<file path="src/hdl/ccp_pkg.sv">
package ccp_pkg;
   // ======================================
   // register map, byte addresses
   localparam logic [3:0] CCP_OFS_CONTROL = 4'h0;
   localparam logic [3:0] CCP_OFS_CAPSEL = 4'h4;
   localparam logic [3:0] CCP_OFS_VAL_LO = 4'h8;
   localparam logic [3:0] CCP_OFS_VAL_HI = 4'hc;
   localparam logic [3:0] CCP_OFS_PERIOD = 4'h0;
   // ======================================
   // control fields
   localparam int CCP_EN_BIT = 7;
   localparam int CCP_OUT_BIT = 5;
   localparam int CCP_FMT_BIT = 4;
   localparam logic [7:0] CCP_CTRL_WMASK = 8'h9f;
   localparam logic [7:0] CCP_CTRL_RST = 8'h00;
   localparam logic [7:0] CCP_CAPSEL_RST = 8'h00;
   localparam logic [7:0] CCP_VAL_RST = 8'h00;
   localparam logic [7:0] CCP_LIMIT_RST = 8'hff;
   // ======================================
   // mode codes
   localparam logic [3:0] CCP_M_OFF = 4'h0;
   localparam logic [3:0] CCP_M_TOG_CLR = 4'h1;
   localparam logic [3:0] CCP_M_TOG = 4'h2;
   localparam logic [3:0] CCP_M_CAP_ANY = 4'h3;
   localparam logic [3:0] CCP_M_CAP_FALL = 4'h4;
   localparam logic [3:0] CCP_M_CAP_RISE = 4'h5;
   localparam logic [3:0] CCP_M_CAP_R4 = 4'h6;
   localparam logic [3:0] CCP_M_CAP_R16 = 4'h7;
   localparam logic [3:0] CCP_M_SET = 4'h8;
   localparam logic [3:0] CCP_M_CLR = 4'h9;
   localparam logic [3:0] CCP_M_PULSE = 4'ha;
   localparam logic [3:0] CCP_M_PULSE_CLR = 4'hb;
   localparam logic [3:0] CCP_M_PWM = 4'hf;
   // ======================================
   // axi responses
   localparam logic [1:0] CCP_RESP_OKAY = 2'h0;
   localparam logic [1:0] CCP_RESP_SLVERR = 2'h2;
endpackage : ccp_pkg

</file>
<file path="src/hdl/ccp_unit.sv">
// Operation
// - sleep freezes period timer and pwm state
// - output pin holds level during sleep
// - period timer resumes from held value
// - pwm timed from system clock only
// - reset clears registers but sets the period limit to ff, pin to input
// - control bit 7 enables unit
// - control bit 5 reads output, read-only
// - bit 4 selects left alignment in pwm
// - mode 1111 is pwm, 1100-1110 reserved
// - 1011/1010 pulse on match, 1011 clears timer
// - 1001 drives low, 1000 drives high
// - 0111 every 16th, 0110 every 4th rise
// - 0101 each rise, 0100 each fall
// - 0011 captures on both edges
// - 0010 toggles, 0001 toggles and clears timer
// - 0000 turns off and resets logic
// - every event sets flag, and adc trigger when adc_trigger_select is high
// - source field picks capture input
// - capture copies timer bytes to value bytes
// - compare needs both bytes equal
// - right alignment: low eight, high 1:0
// - left alignment: high eight, low 7:6
module ccp_unit
   import ccp_pkg::*;
(
   input wire logic aclk,
   input wire logic aresetn,
   input wire logic [3:0] s_axi_awaddr,
   input wire logic s_axi_awvalid,
   output logic s_axi_awready,
   input wire logic [31:0] s_axi_wdata,
   input wire logic [3:0] s_axi_wstrb,
   input wire logic s_axi_wvalid,
   output logic s_axi_wready,
   output logic [1:0] s_axi_bresp,
   output logic s_axi_bvalid,
   input wire logic s_axi_bready,
   input wire logic [3:0] s_axi_araddr,
   input wire logic s_axi_arvalid,
   output logic s_axi_arready,
   output logic [31:0] s_axi_rdata,
   output logic [1:0] s_axi_rresp,
   output logic s_axi_rvalid,
   input wire logic s_axi_rready,
   input wire logic sleep_req,
   input wire logic [15:0] sixteen_bit_timer,
   input wire logic mapped_capture_pin,
   input wire logic comparator_one_output,
   input wire logic comparator_two_output,
   input wire logic pin_change_event,
   input wire logic [3:0] logic_cell_outputs,
   input wire logic adc_trigger_select,
   output logic timer_clear,
   output logic unit_event_flag,
   output logic adc_trigger,
   output logic pin_out,
   output logic pin_oe
);
   // ======================================
   // registers
   logic [7:0] ctrl_r, capsel_r, val_lo_r, val_hi_r, limit_r;
   logic [7:0] period_timer_r;
   logic [1:0] sub_r;
   logic [9:0] width_buf_r;
   logic out_r, pulse_r;
   logic [3:0] edge_cnt_r;
   logic [7:0] src_sync_r;
   logic [2:0] cap_sync_r;
   logic aw_hold_r, w_hold_r;
   logic [3:0] awaddr_r;
   logic [31:0] wdata_r;
   logic [3:0] wstrb_r;

   // ======================================
   // decode
   wire [3:0] mode = ctrl_r[3:0];
   wire enabled = ctrl_r[CCP_EN_BIT];
   wire run = enabled && !sleep_req && (mode != CCP_M_OFF);
   wire is_cap = (mode >= CCP_M_CAP_ANY) && (mode <= CCP_M_CAP_R16);
   wire is_cmp = (mode == CCP_M_TOG_CLR) || (mode == CCP_M_TOG) ||
                 ((mode >= CCP_M_SET) && (mode <= CCP_M_PULSE_CLR));
   wire is_pwm = (mode == CCP_M_PWM);
   wire [7:0] src_vec = {logic_cell_outputs, pin_change_event, comparator_two_output,
                         comparator_one_output, mapped_capture_pin};
   wire cap_in = src_sync_r[capsel_r[2:0]];
   // stages two and three must agree before the accepted level in bit 2 moves,
   // so a one-cycle glitch on a source never counts as an edge
   wire cap_agree = cap_sync_r[1] == cap_sync_r[0];
   wire cap_rise = cap_agree && cap_sync_r[0] && !cap_sync_r[2];
   wire cap_fall = cap_agree && !cap_sync_r[0] && cap_sync_r[2];
   wire cap_edge = (mode == CCP_M_CAP_ANY) ? (cap_rise || cap_fall) :
                   (mode == CCP_M_CAP_FALL) ? cap_fall : cap_rise;
   wire cnt_ok = (mode == CCP_M_CAP_R16) ? (edge_cnt_r == 4'hf) :
                 (mode == CCP_M_CAP_R4) ? (edge_cnt_r[1:0] == 2'h3) : 1'b1;
   wire cap_evt = run && is_cap && cap_edge && cnt_ok;
   wire match = (val_lo_r == sixteen_bit_timer[7:0]) &&
                (val_hi_r == sixteen_bit_timer[15:8]);
   wire cmp_evt = run && is_cmp && match && !pulse_r;
   wire [9:0] width_now = ctrl_r[CCP_FMT_BIT] ? {val_hi_r, val_lo_r[7:6]}
                                              : {val_hi_r[1:0], val_lo_r};
   wire [9:0] tbase = {period_timer_r, sub_r};
   wire period_end = (period_timer_r == limit_r) && (sub_r == 2'h3);
   wire pwm_run = run && is_pwm;
   wire pwm_evt = pwm_run && period_end;
   wire any_evt = cap_evt || cmp_evt || pwm_evt;
   wire clr_mode = (mode == CCP_M_TOG_CLR) || (mode == CCP_M_PULSE_CLR);

   // ======================================
   // axi4-lite slave
   wire wr_go = aw_hold_r && w_hold_r && !s_axi_bvalid;
   wire wr_ok = (awaddr_r[1:0] == 2'h0);
   wire rd_go = s_axi_arvalid && s_axi_arready;
   wire rd_ok = (s_axi_araddr[1:0] == 2'h0);
   wire wr_ctrl = wr_go && wr_ok && awaddr_r == CCP_OFS_CONTROL && wstrb_r[0];
   wire wr_cap = wr_go && wr_ok && awaddr_r == CCP_OFS_CAPSEL && wstrb_r[0];
   wire wr_lo = wr_go && wr_ok && awaddr_r == CCP_OFS_VAL_LO && wstrb_r[0];
   wire wr_hi = wr_go && wr_ok && awaddr_r == CCP_OFS_VAL_HI && wstrb_r[0];
   // period limit lives in byte 1 of the control word
   wire wr_lim = wr_go && wr_ok && awaddr_r == CCP_OFS_PERIOD && wstrb_r[1];
   wire [7:0] ctrl_rd = {ctrl_r[7], 1'b0, out_r, ctrl_r[4:0]};
   wire [31:0] rd_word = (s_axi_araddr[3:2] == 2'h0) ? {8'h00, period_timer_r, limit_r, ctrl_rd} :
                         (s_axi_araddr[3:2] == 2'h1) ? {24'h000000, 5'h00, capsel_r[2:0]} :
                         (s_axi_araddr[3:2] == 2'h2) ? {24'h000000, val_lo_r} :
                                                       {24'h000000, val_hi_r};

   always_ff @(posedge aclk) begin
      if (!aresetn) begin
         aw_hold_r <= 1'b0;
         w_hold_r <= 1'b0;
         awaddr_r <= 4'h0;
         wdata_r <= 32'h00000000;
         wstrb_r <= 4'h0;
         s_axi_awready <= 1'b0;
         s_axi_wready <= 1'b0;
         s_axi_bvalid <= 1'b0;
         s_axi_bresp <= CCP_RESP_OKAY;
         s_axi_arready <= 1'b0;
         s_axi_rvalid <= 1'b0;
         s_axi_rdata <= 32'h00000000;
         s_axi_rresp <= CCP_RESP_OKAY;
      end else begin
         s_axi_awready <= !aw_hold_r && !s_axi_awready && !s_axi_bvalid;
         s_axi_wready <= !w_hold_r && !s_axi_wready && !s_axi_bvalid;
         if (s_axi_awvalid && s_axi_awready) begin
            aw_hold_r <= 1'b1;
            awaddr_r <= s_axi_awaddr;
            s_axi_awready <= 1'b0;
         end
         if (s_axi_wvalid && s_axi_wready) begin
            w_hold_r <= 1'b1;
            wdata_r <= s_axi_wdata;
            wstrb_r <= s_axi_wstrb;
            s_axi_wready <= 1'b0;
         end
         if (wr_go) begin
            aw_hold_r <= 1'b0;
            w_hold_r <= 1'b0;
            s_axi_bvalid <= 1'b1;
            s_axi_bresp <= wr_ok ? CCP_RESP_OKAY : CCP_RESP_SLVERR;
         end else if (s_axi_bvalid && s_axi_bready) begin
            s_axi_bvalid <= 1'b0;
         end
         s_axi_arready <= !s_axi_arready && !s_axi_rvalid && s_axi_arvalid;
         if (rd_go) begin
            s_axi_arready <= 1'b0;
            s_axi_rvalid <= 1'b1;
            s_axi_rdata <= rd_ok ? rd_word : 32'h00000000;
            s_axi_rresp <= rd_ok ? CCP_RESP_OKAY : CCP_RESP_SLVERR;
         end else if (s_axi_rvalid && s_axi_rready) begin
            s_axi_rvalid <= 1'b0;
         end
      end
   end

   // ======================================
   // configuration and value registers
   always_ff @(posedge aclk) begin
      if (!aresetn) begin
         ctrl_r <= CCP_CTRL_RST;
         capsel_r <= CCP_CAPSEL_RST;
         val_lo_r <= CCP_VAL_RST;
         val_hi_r <= CCP_VAL_RST;
         limit_r <= CCP_LIMIT_RST;
      end else begin
         if (wr_ctrl) ctrl_r <= wdata_r[7:0] & CCP_CTRL_WMASK;
         if (wr_lim) limit_r <= wdata_r[15:8];
         if (wr_cap) capsel_r <= {5'h00, wdata_r[2:0]};
         // hardware capture wins over a same-cycle software write
         if (cap_evt) begin
            val_lo_r <= sixteen_bit_timer[7:0];
            val_hi_r <= sixteen_bit_timer[15:8];
         end else begin
            if (wr_lo) val_lo_r <= wdata_r[7:0];
            if (wr_hi) val_hi_r <= wdata_r[7:0];
         end
      end
   end

   // ======================================
   // capture input synchroniser and prescaler
   always_ff @(posedge aclk) begin
      if (!aresetn) begin
         src_sync_r <= 8'h00;
         cap_sync_r <= 3'h0;
         edge_cnt_r <= 4'h0;
      end else begin
         src_sync_r <= src_vec;
         cap_sync_r[1:0] <= {cap_sync_r[0], cap_in};
         if (cap_agree) cap_sync_r[2] <= cap_sync_r[1];
         if (!enabled || mode == CCP_M_OFF || !is_cap) edge_cnt_r <= 4'h0;
         else if (run && cap_rise && (mode == CCP_M_CAP_R4 || mode == CCP_M_CAP_R16))
            edge_cnt_r <= edge_cnt_r + 4'h1;
      end
   end

   // ======================================
   // period timer, pwm and compare output
   always_ff @(posedge aclk) begin
      if (!aresetn) begin
         period_timer_r <= 8'h00;
         sub_r <= 2'h0;
         width_buf_r <= 10'h000;
         out_r <= 1'b0;
         pulse_r <= 1'b0;
         timer_clear <= 1'b0;
         unit_event_flag <= 1'b0;
         adc_trigger <= 1'b0;
         pin_out <= 1'b0;
         pin_oe <= 1'b0;
      end else begin
         timer_clear <= 1'b0;
         unit_event_flag <= any_evt;
         adc_trigger <= any_evt && adc_trigger_select;
         pin_oe <= enabled && (is_pwm || is_cmp);
         if (!enabled || mode == CCP_M_OFF) begin
            period_timer_r <= 8'h00;
            sub_r <= 2'h0;
            out_r <= 1'b0;
            pulse_r <= 1'b0;
         end else if (sleep_req) begin
            // nothing moves; the count is kept for wake-up
            period_timer_r <= period_timer_r;
         end else if (pwm_run) begin
            // one step per system clock, so pwm rate follows aclk
            sub_r <= sub_r + 2'h1;
            if (period_end) begin
               period_timer_r <= 8'h00;
               width_buf_r <= width_now;
               out_r <= (width_now != 10'h000);
            end else begin
               if (sub_r == 2'h3) period_timer_r <= period_timer_r + 8'h01;
               if (tbase + 10'h001 == width_buf_r) out_r <= 1'b0;
            end
         end else if (pulse_r) begin
            pulse_r <= 1'b0;
            out_r <= 1'b0;
         end else if (cmp_evt) begin
            timer_clear <= clr_mode;
            case (mode)
               CCP_M_SET: out_r <= 1'b1;
               CCP_M_CLR: out_r <= 1'b0;
               CCP_M_PULSE, CCP_M_PULSE_CLR: begin
                  out_r <= 1'b1;
                  pulse_r <= 1'b1;
               end
               default: out_r <= !out_r;
            endcase
         end
         // the pin keeps the level it had when sleep began, not the next one
         if (!(sleep_req && enabled && mode != CCP_M_OFF)) pin_out <= out_r;
      end
   end

   // ======================================
   // checks
   property p_oe_reset;
      @(posedge aclk) $fell(aresetn) |=> !pin_oe;
   endproperty
   a_oe_reset: assert property (p_oe_reset) else $error("pin not input after reset");
   property p_sleep_hold;
      @(posedge aclk) disable iff (!aresetn)
         sleep_req && $past(sleep_req) && enabled && $past(enabled) && mode != CCP_M_OFF
         |-> $stable(period_timer_r) && $stable(pin_out);
   endproperty
   a_sleep_hold: assert property (p_sleep_hold) else $error("state moved in sleep");
   property p_capture;
      @(posedge aclk) disable iff (!aresetn)
         cap_evt |=> {val_hi_r, val_lo_r} == $past(sixteen_bit_timer);
   endproperty
   a_capture: assert property (p_capture) else $error("capture value wrong");
   property p_flag;
      @(posedge aclk) disable iff (!aresetn) any_evt |=> unit_event_flag;
   endproperty
   a_flag: assert property (p_flag) else $error("event flag missing");
   property p_pulse;
      @(posedge aclk) disable iff (!aresetn)
         cmp_evt && mode == CCP_M_PULSE_CLR |=> out_r && timer_clear ##1 !out_r;
   endproperty
   a_pulse: assert property (p_pulse) else $error("pulse shape wrong");
   property p_set;
      @(posedge aclk) disable iff (!aresetn) cmp_evt && mode == CCP_M_SET |=> ##1 pin_out;
   endproperty
   a_set: assert property (p_set) else $error("set on match failed");
   property p_reserved;
      @(posedge aclk) disable iff (!aresetn)
         mode inside {4'hc, 4'hd, 4'he} |-> !any_evt;
   endproperty
   a_reserved: assert property (p_reserved) else $error("reserved mode acted");
   property p_outbit;
      @(posedge aclk) disable iff (!aresetn)
         rd_go && s_axi_araddr == CCP_OFS_CONTROL
         |=> s_axi_rdata[CCP_OUT_BIT] == $past(out_r) && !s_axi_rdata[6];
   endproperty
   a_outbit: assert property (p_outbit) else $error("status bit wrong");
   property p_clr;
      @(posedge aclk) disable iff (!aresetn) cmp_evt && mode == CCP_M_CLR |=> !out_r;
   endproperty
   a_clr: assert property (p_clr) else $error("clear on match failed");
   property p_toggle;
      @(posedge aclk) disable iff (!aresetn)
         cmp_evt && (mode == CCP_M_TOG || mode == CCP_M_TOG_CLR) |=> out_r != $past(out_r);
   endproperty
   a_toggle: assert property (p_toggle) else $error("toggle on match failed");
   property p_timer_clear;
      @(posedge aclk) disable iff (!aresetn) timer_clear |-> $past(cmp_evt && clr_mode);
   endproperty
   a_timer_clear: assert property (p_timer_clear) else $error("stray timer clear");
   property p_adc;
      @(posedge aclk) disable iff (!aresetn) adc_trigger |-> unit_event_flag;
   endproperty
   a_adc: assert property (p_adc) else $error("trigger without event");
   // mode off must also drop the time base, so pwm restarts from a clean period
   property p_off;
      @(posedge aclk) disable iff (!aresetn)
         mode == CCP_M_OFF |=> period_timer_r == 8'h00 && !out_r;
   endproperty
   a_off: assert property (p_off) else $error("logic not reset in mode off");
   c_capture: cover property (@(posedge aclk) cap_evt);
   c_pwm: cover property (@(posedge aclk) pwm_evt);
   c_toggle: cover property (@(posedge aclk) cmp_evt && mode == CCP_M_TOG);
   c_pulse: cover property (@(posedge aclk) cmp_evt && mode == CCP_M_PULSE_CLR);
   c_sleep: cover property (@(posedge aclk) sleep_req && enabled && is_pwm);
endmodule : ccp_unit

</file>
<file path="config.mk">
export PLATFORM = sky130hd
export DESIGN_NAME = ccp_unit
export DESIGN_NICKNAME = d
export VERILOG_FILES = /design/src/hdl/ccp_pkg.sv /design/src/hdl/ccp_unit.sv
export SDC_FILE = /design/constraint.sdc
export NUM_CORES = 1
export LEC_CHECK = 0
export BUFFER_PORTS_ARGS = -buffer_cell sky130_fd_sc_hd__buf_2
export CAP_MARGIN = 0
export CORE_MARGIN = 1.5
export CORE_UTILIZATION = 45
export DETAILED_ROUTE_END_ITERATION = 12
export PLACE_DENSITY = 0.75
export SLEW_MARGIN = 0
export SYNTH_ARGS = -nofsm -noshare
export SYNTH_HDL_FRONTEND = slang
export SYNTH_SLANG_ARGS = --single-unit
export TNS_END_PERCENT = 20
</file>
<file path="constraint.sdc">
create_clock -name aclk -period 2.54 [get_ports aclk]
set_input_delay 0.254 -clock aclk [delete_from_list [all_inputs] [get_ports aclk]]
set_output_delay 0.254 -clock aclk [all_outputs]
set_load 0.005 [all_outputs]
</file>
==> flow_summary.toml <==
[final_layout]
nets = 840
final_common_cell = "dfxtp_1"
syn2layout_area_growth_pct = 21.1
utilization_pct = 55.6
diodes = 0
drive_gt1_share_pct = 23.8
mostFrequentLayoutCells = "dfxtp_1 (129), buf_2 (94), nor2_1 (90)"

[yosys]
ys_ff_latch = 130
ys_warn_count = 0
synth_area_um2 = 6030
yosysTopAreaCellShare_pct = 43.2
synth_cell_type_count = 57
avgSynthCellArea_um2 = 9.05
postSynthCellCount = 666
synthTopCellsByArea = "dfxtp_1 (43%), mux2i_1 (7.5%), nor2_1 (5.6%), nand2_1 (5.2%), xnor2_1 (4.2%)"
ys_seq_area_share_pct = 43.2
synth_edf_count = 0
synth_area_leader_cell = "dfxtp_1"
ys.flop_type = "dfxtp_1"
synthArstFlopShare_pct = 0

[hold_path]
holdPathStages = 2
hold_path_end = "adc_trigger$_SDFF_PN0_"
hold_path_startpoint = "adc_trigger_select"
hold_class = "input port to register"

[drt]
wl_per_cell_um = 15.7
drc_errors = 0
drtIter0Drc = 260
drtPass1Iterations = 5
routed_wl_um = 14800
num_vias = 4993
antenna_left = 0
post_drt_via_cell_ratio = 5.28

[pwr]
ir_drop_mv = 0.384
power.density_nw_per_um2 = 685
p_seq_share_pct = 42.0
p_int_mw = 3.95
switchingPower_mw = 1.05
leakage_nw = 2.88
combPwrFrac_pct = 4.0
power.share.switching_pct = 21.1
p_clk_share_pct = 54.0

[critical_path]
critPathArrivalTime_ps = 2640
cp_max_fo = 8
r2r-end = "val_hi_r[7]$_SDFFE_PN0P_"
cp-start-kind = "register"
endpoint_kind = "register"
r2r_slack_ps = 190
r2r_cells = 7
crit_type = "register to register"
critPathRequiredTime_ps = 2830
timing.rr.start = "s_axi_bvalid$_SDFFE_PN0P_"

[die]
start_util_pct = 45.9
fp.dieH_um = 119
ioPinCount = 123
coreArea_um2 = 13100
dieArea_um2 = 14100
num_rows = 42
fp.dieW_um = 119

[clocking]
cts_buffers = 17
worstSkewPairLatency_ps = 430
clock_tree.buffer_depth = 2
cts_htree_levels = 4
cts_tree = "done"
clkSlewWorstSetupHoldPaths_ps = 60
root_buffer = "clkbuf_16"
cts_sinks = 130

[grt]
grt_pass1_wl_um = 24000
grt_usage_pct = 21.7
antenna_found_initial = 0
grt_pass1_vias = 4782
grt_remaining_overflow = 0
grt_max_degree = 51

[timing]
max_slew_margin_pct = 57.1
period_share_pct = 92.5
hold_violations = 0
worstMarginPinSlew_ps = 644
max_freq_ghz = 0.426
finClkSkew_ps = 9.26
setup_violations = 0
drv_slew = 0
grt_setup_unrepaired = "false"
finalSetupTns_ps = 0
final.min_clock_period_ps = 2350

[job]
cap_violations = 0

[placed_design]
routabilityCongestion = 0.842
portBuffers = 94
hpwl_um = 10400

[run_status]
status = "completed"
-- kinds of logic after synthesis --
| kind of cell | synth area share, % |
|---|---|
| AND/OR/NAND/NOR | 20.6 |
| flip-flops | 43.2 |
| AO/OA/AOI/OAI | 10.3 |
| multiplexers | 12.5 |
| buffers and inverters | 4.84 |
| XOR/XNOR | 7.27 |
| adder cells (fa/ha/maj) | 1.25 |
| other | 0.0622 |
-- routing by layer --
layer / vias to the layer above / global-route usage (%) / wire (µm)
met5: - / 0 / 0
met4: 0 / 9.04 / 287
met3: 22 / 5.60 / 939
met2: 154 / 35.2 / 7120
met1: 2338 / 27.5 / 6500
li1: 2479 / - / -
-- final cells by class --
cell class | instances | area [µm²]
well taps | 176 | 220
fillers | 1216 | 5840
clock inverters | 13 | 208
multi-input cells | 488 | 3170
clock buffers | 19 | 453
inverters | 8 | 30.0
flip-flops and latches | 130 | 2600
repair buffers | 112 | 618
-- registers in the layout (all words and copies together) (netlist names), 4 cells and up --
register / cells
s_axi_rdata: 24
wdata_r: 16
width_buf_r: 10
limit_r: 8
period_timer_r: 8
src_sync_r: 8
val_hi_r: 8
val_lo_r: 8
ctrl_r: 6
awaddr_r: 4
edge_cnt_r: 4
-- cells in the mapped netlist (all sizes together) (3+ instances only) --
library cell and number:
nor3b 3, nand4 9, xor2 21, nor4 10
inv 8, and2 13, xnor2 29, nand3 18
a21oi 42, a22oi 20, o21ai 5, nand2 84
clkbuf 19, mux4 5, dfxtp 130, nor3 13
a211oi 13, mux2i 45, nand2b 4, mux2 17
buf 30, and3 3, nor2 91, a221oi 3
ha 6, or3 3
-- worst max-delay path by stage --
stage	slack [ps]	end	startpoint	depth (start not counted)
finish	190	val_hi_r[7]$_SDFFE_PN0P_	s_axi_bvalid$_SDFFE_PN0P_	7
global placement	310	out_r$_SDFFE_PP0P_	period_timer_r[2]$_SDFFE_PP0P_	7
floorplan	500	out_r$_SDFFE_PP0P_	sub_r[0]$_SDFFE_PP0P_	8
global route	10	out_r$_SDFFE_PP0P_	sub_r[0]$_SDFFE_PP0P_	8
detailed placement	260	out_r$_SDFFE_PP0P_	period_timer_r[2]$_SDFFE_PP0P_	7
CTS	190	val_hi_r[7]$_SDFFE_PN0P_	s_axi_bvalid$_SDFFE_PN0P_	7
-- power by group through the flow --
stage | clock network (mW) | logic (mW) | registers (mW)
5_1_grt | 2.82 | 0.220 | 2.10
3_3_place_gp | 0 | 0.196 | 2.14
4_1_cts | 2.73 | 0.199 | 2.10
2_1_floorplan | 0 | 0.117 | 2.14
3_5_place_dp | 0 | 0.197 | 2.14
6_report | 2.70 | 0.198 | 2.10
-- per-stage QoR --
stage | cells | power (mW) | hold WS (ps) | setup slack [ps] | cell area [µm²]
after floorplan | 675 | 2.25 | 372 | 505 | 6060
after global placement | 914 | 2.34 | 435 | 313 | 6640
after detailed placement | 914 | 2.34 | 438 | 259 | 6640
after CTS | 946 | 5.03 | 12.7 | 192 | 7300
after global routing | 946 | 5.14 | 28.5 | 13.3 | 7300
final | 946 | 5.00 | 25.6 | 191 | 7300
-- critical path, cell delays in order, from the launching register on --
cell	delay [ps]
dfxtp_1	330
and3b_1	290
nor3b_1	340
and2_1	360
nand3_2	260
mux2_2	350
mux2i_1	200
nor2_1	70
-- repair_timing --
action | in CTS | in global routing
endpoints found under the setup margin | 0 | 1
hold endpoints to repair | 0 | 0
resized for setup | 0 | 1
hold buffers | 0 | 0
buffers inserted | 0 | 0
No activity file was read; power rests on OpenSTA's default activity.
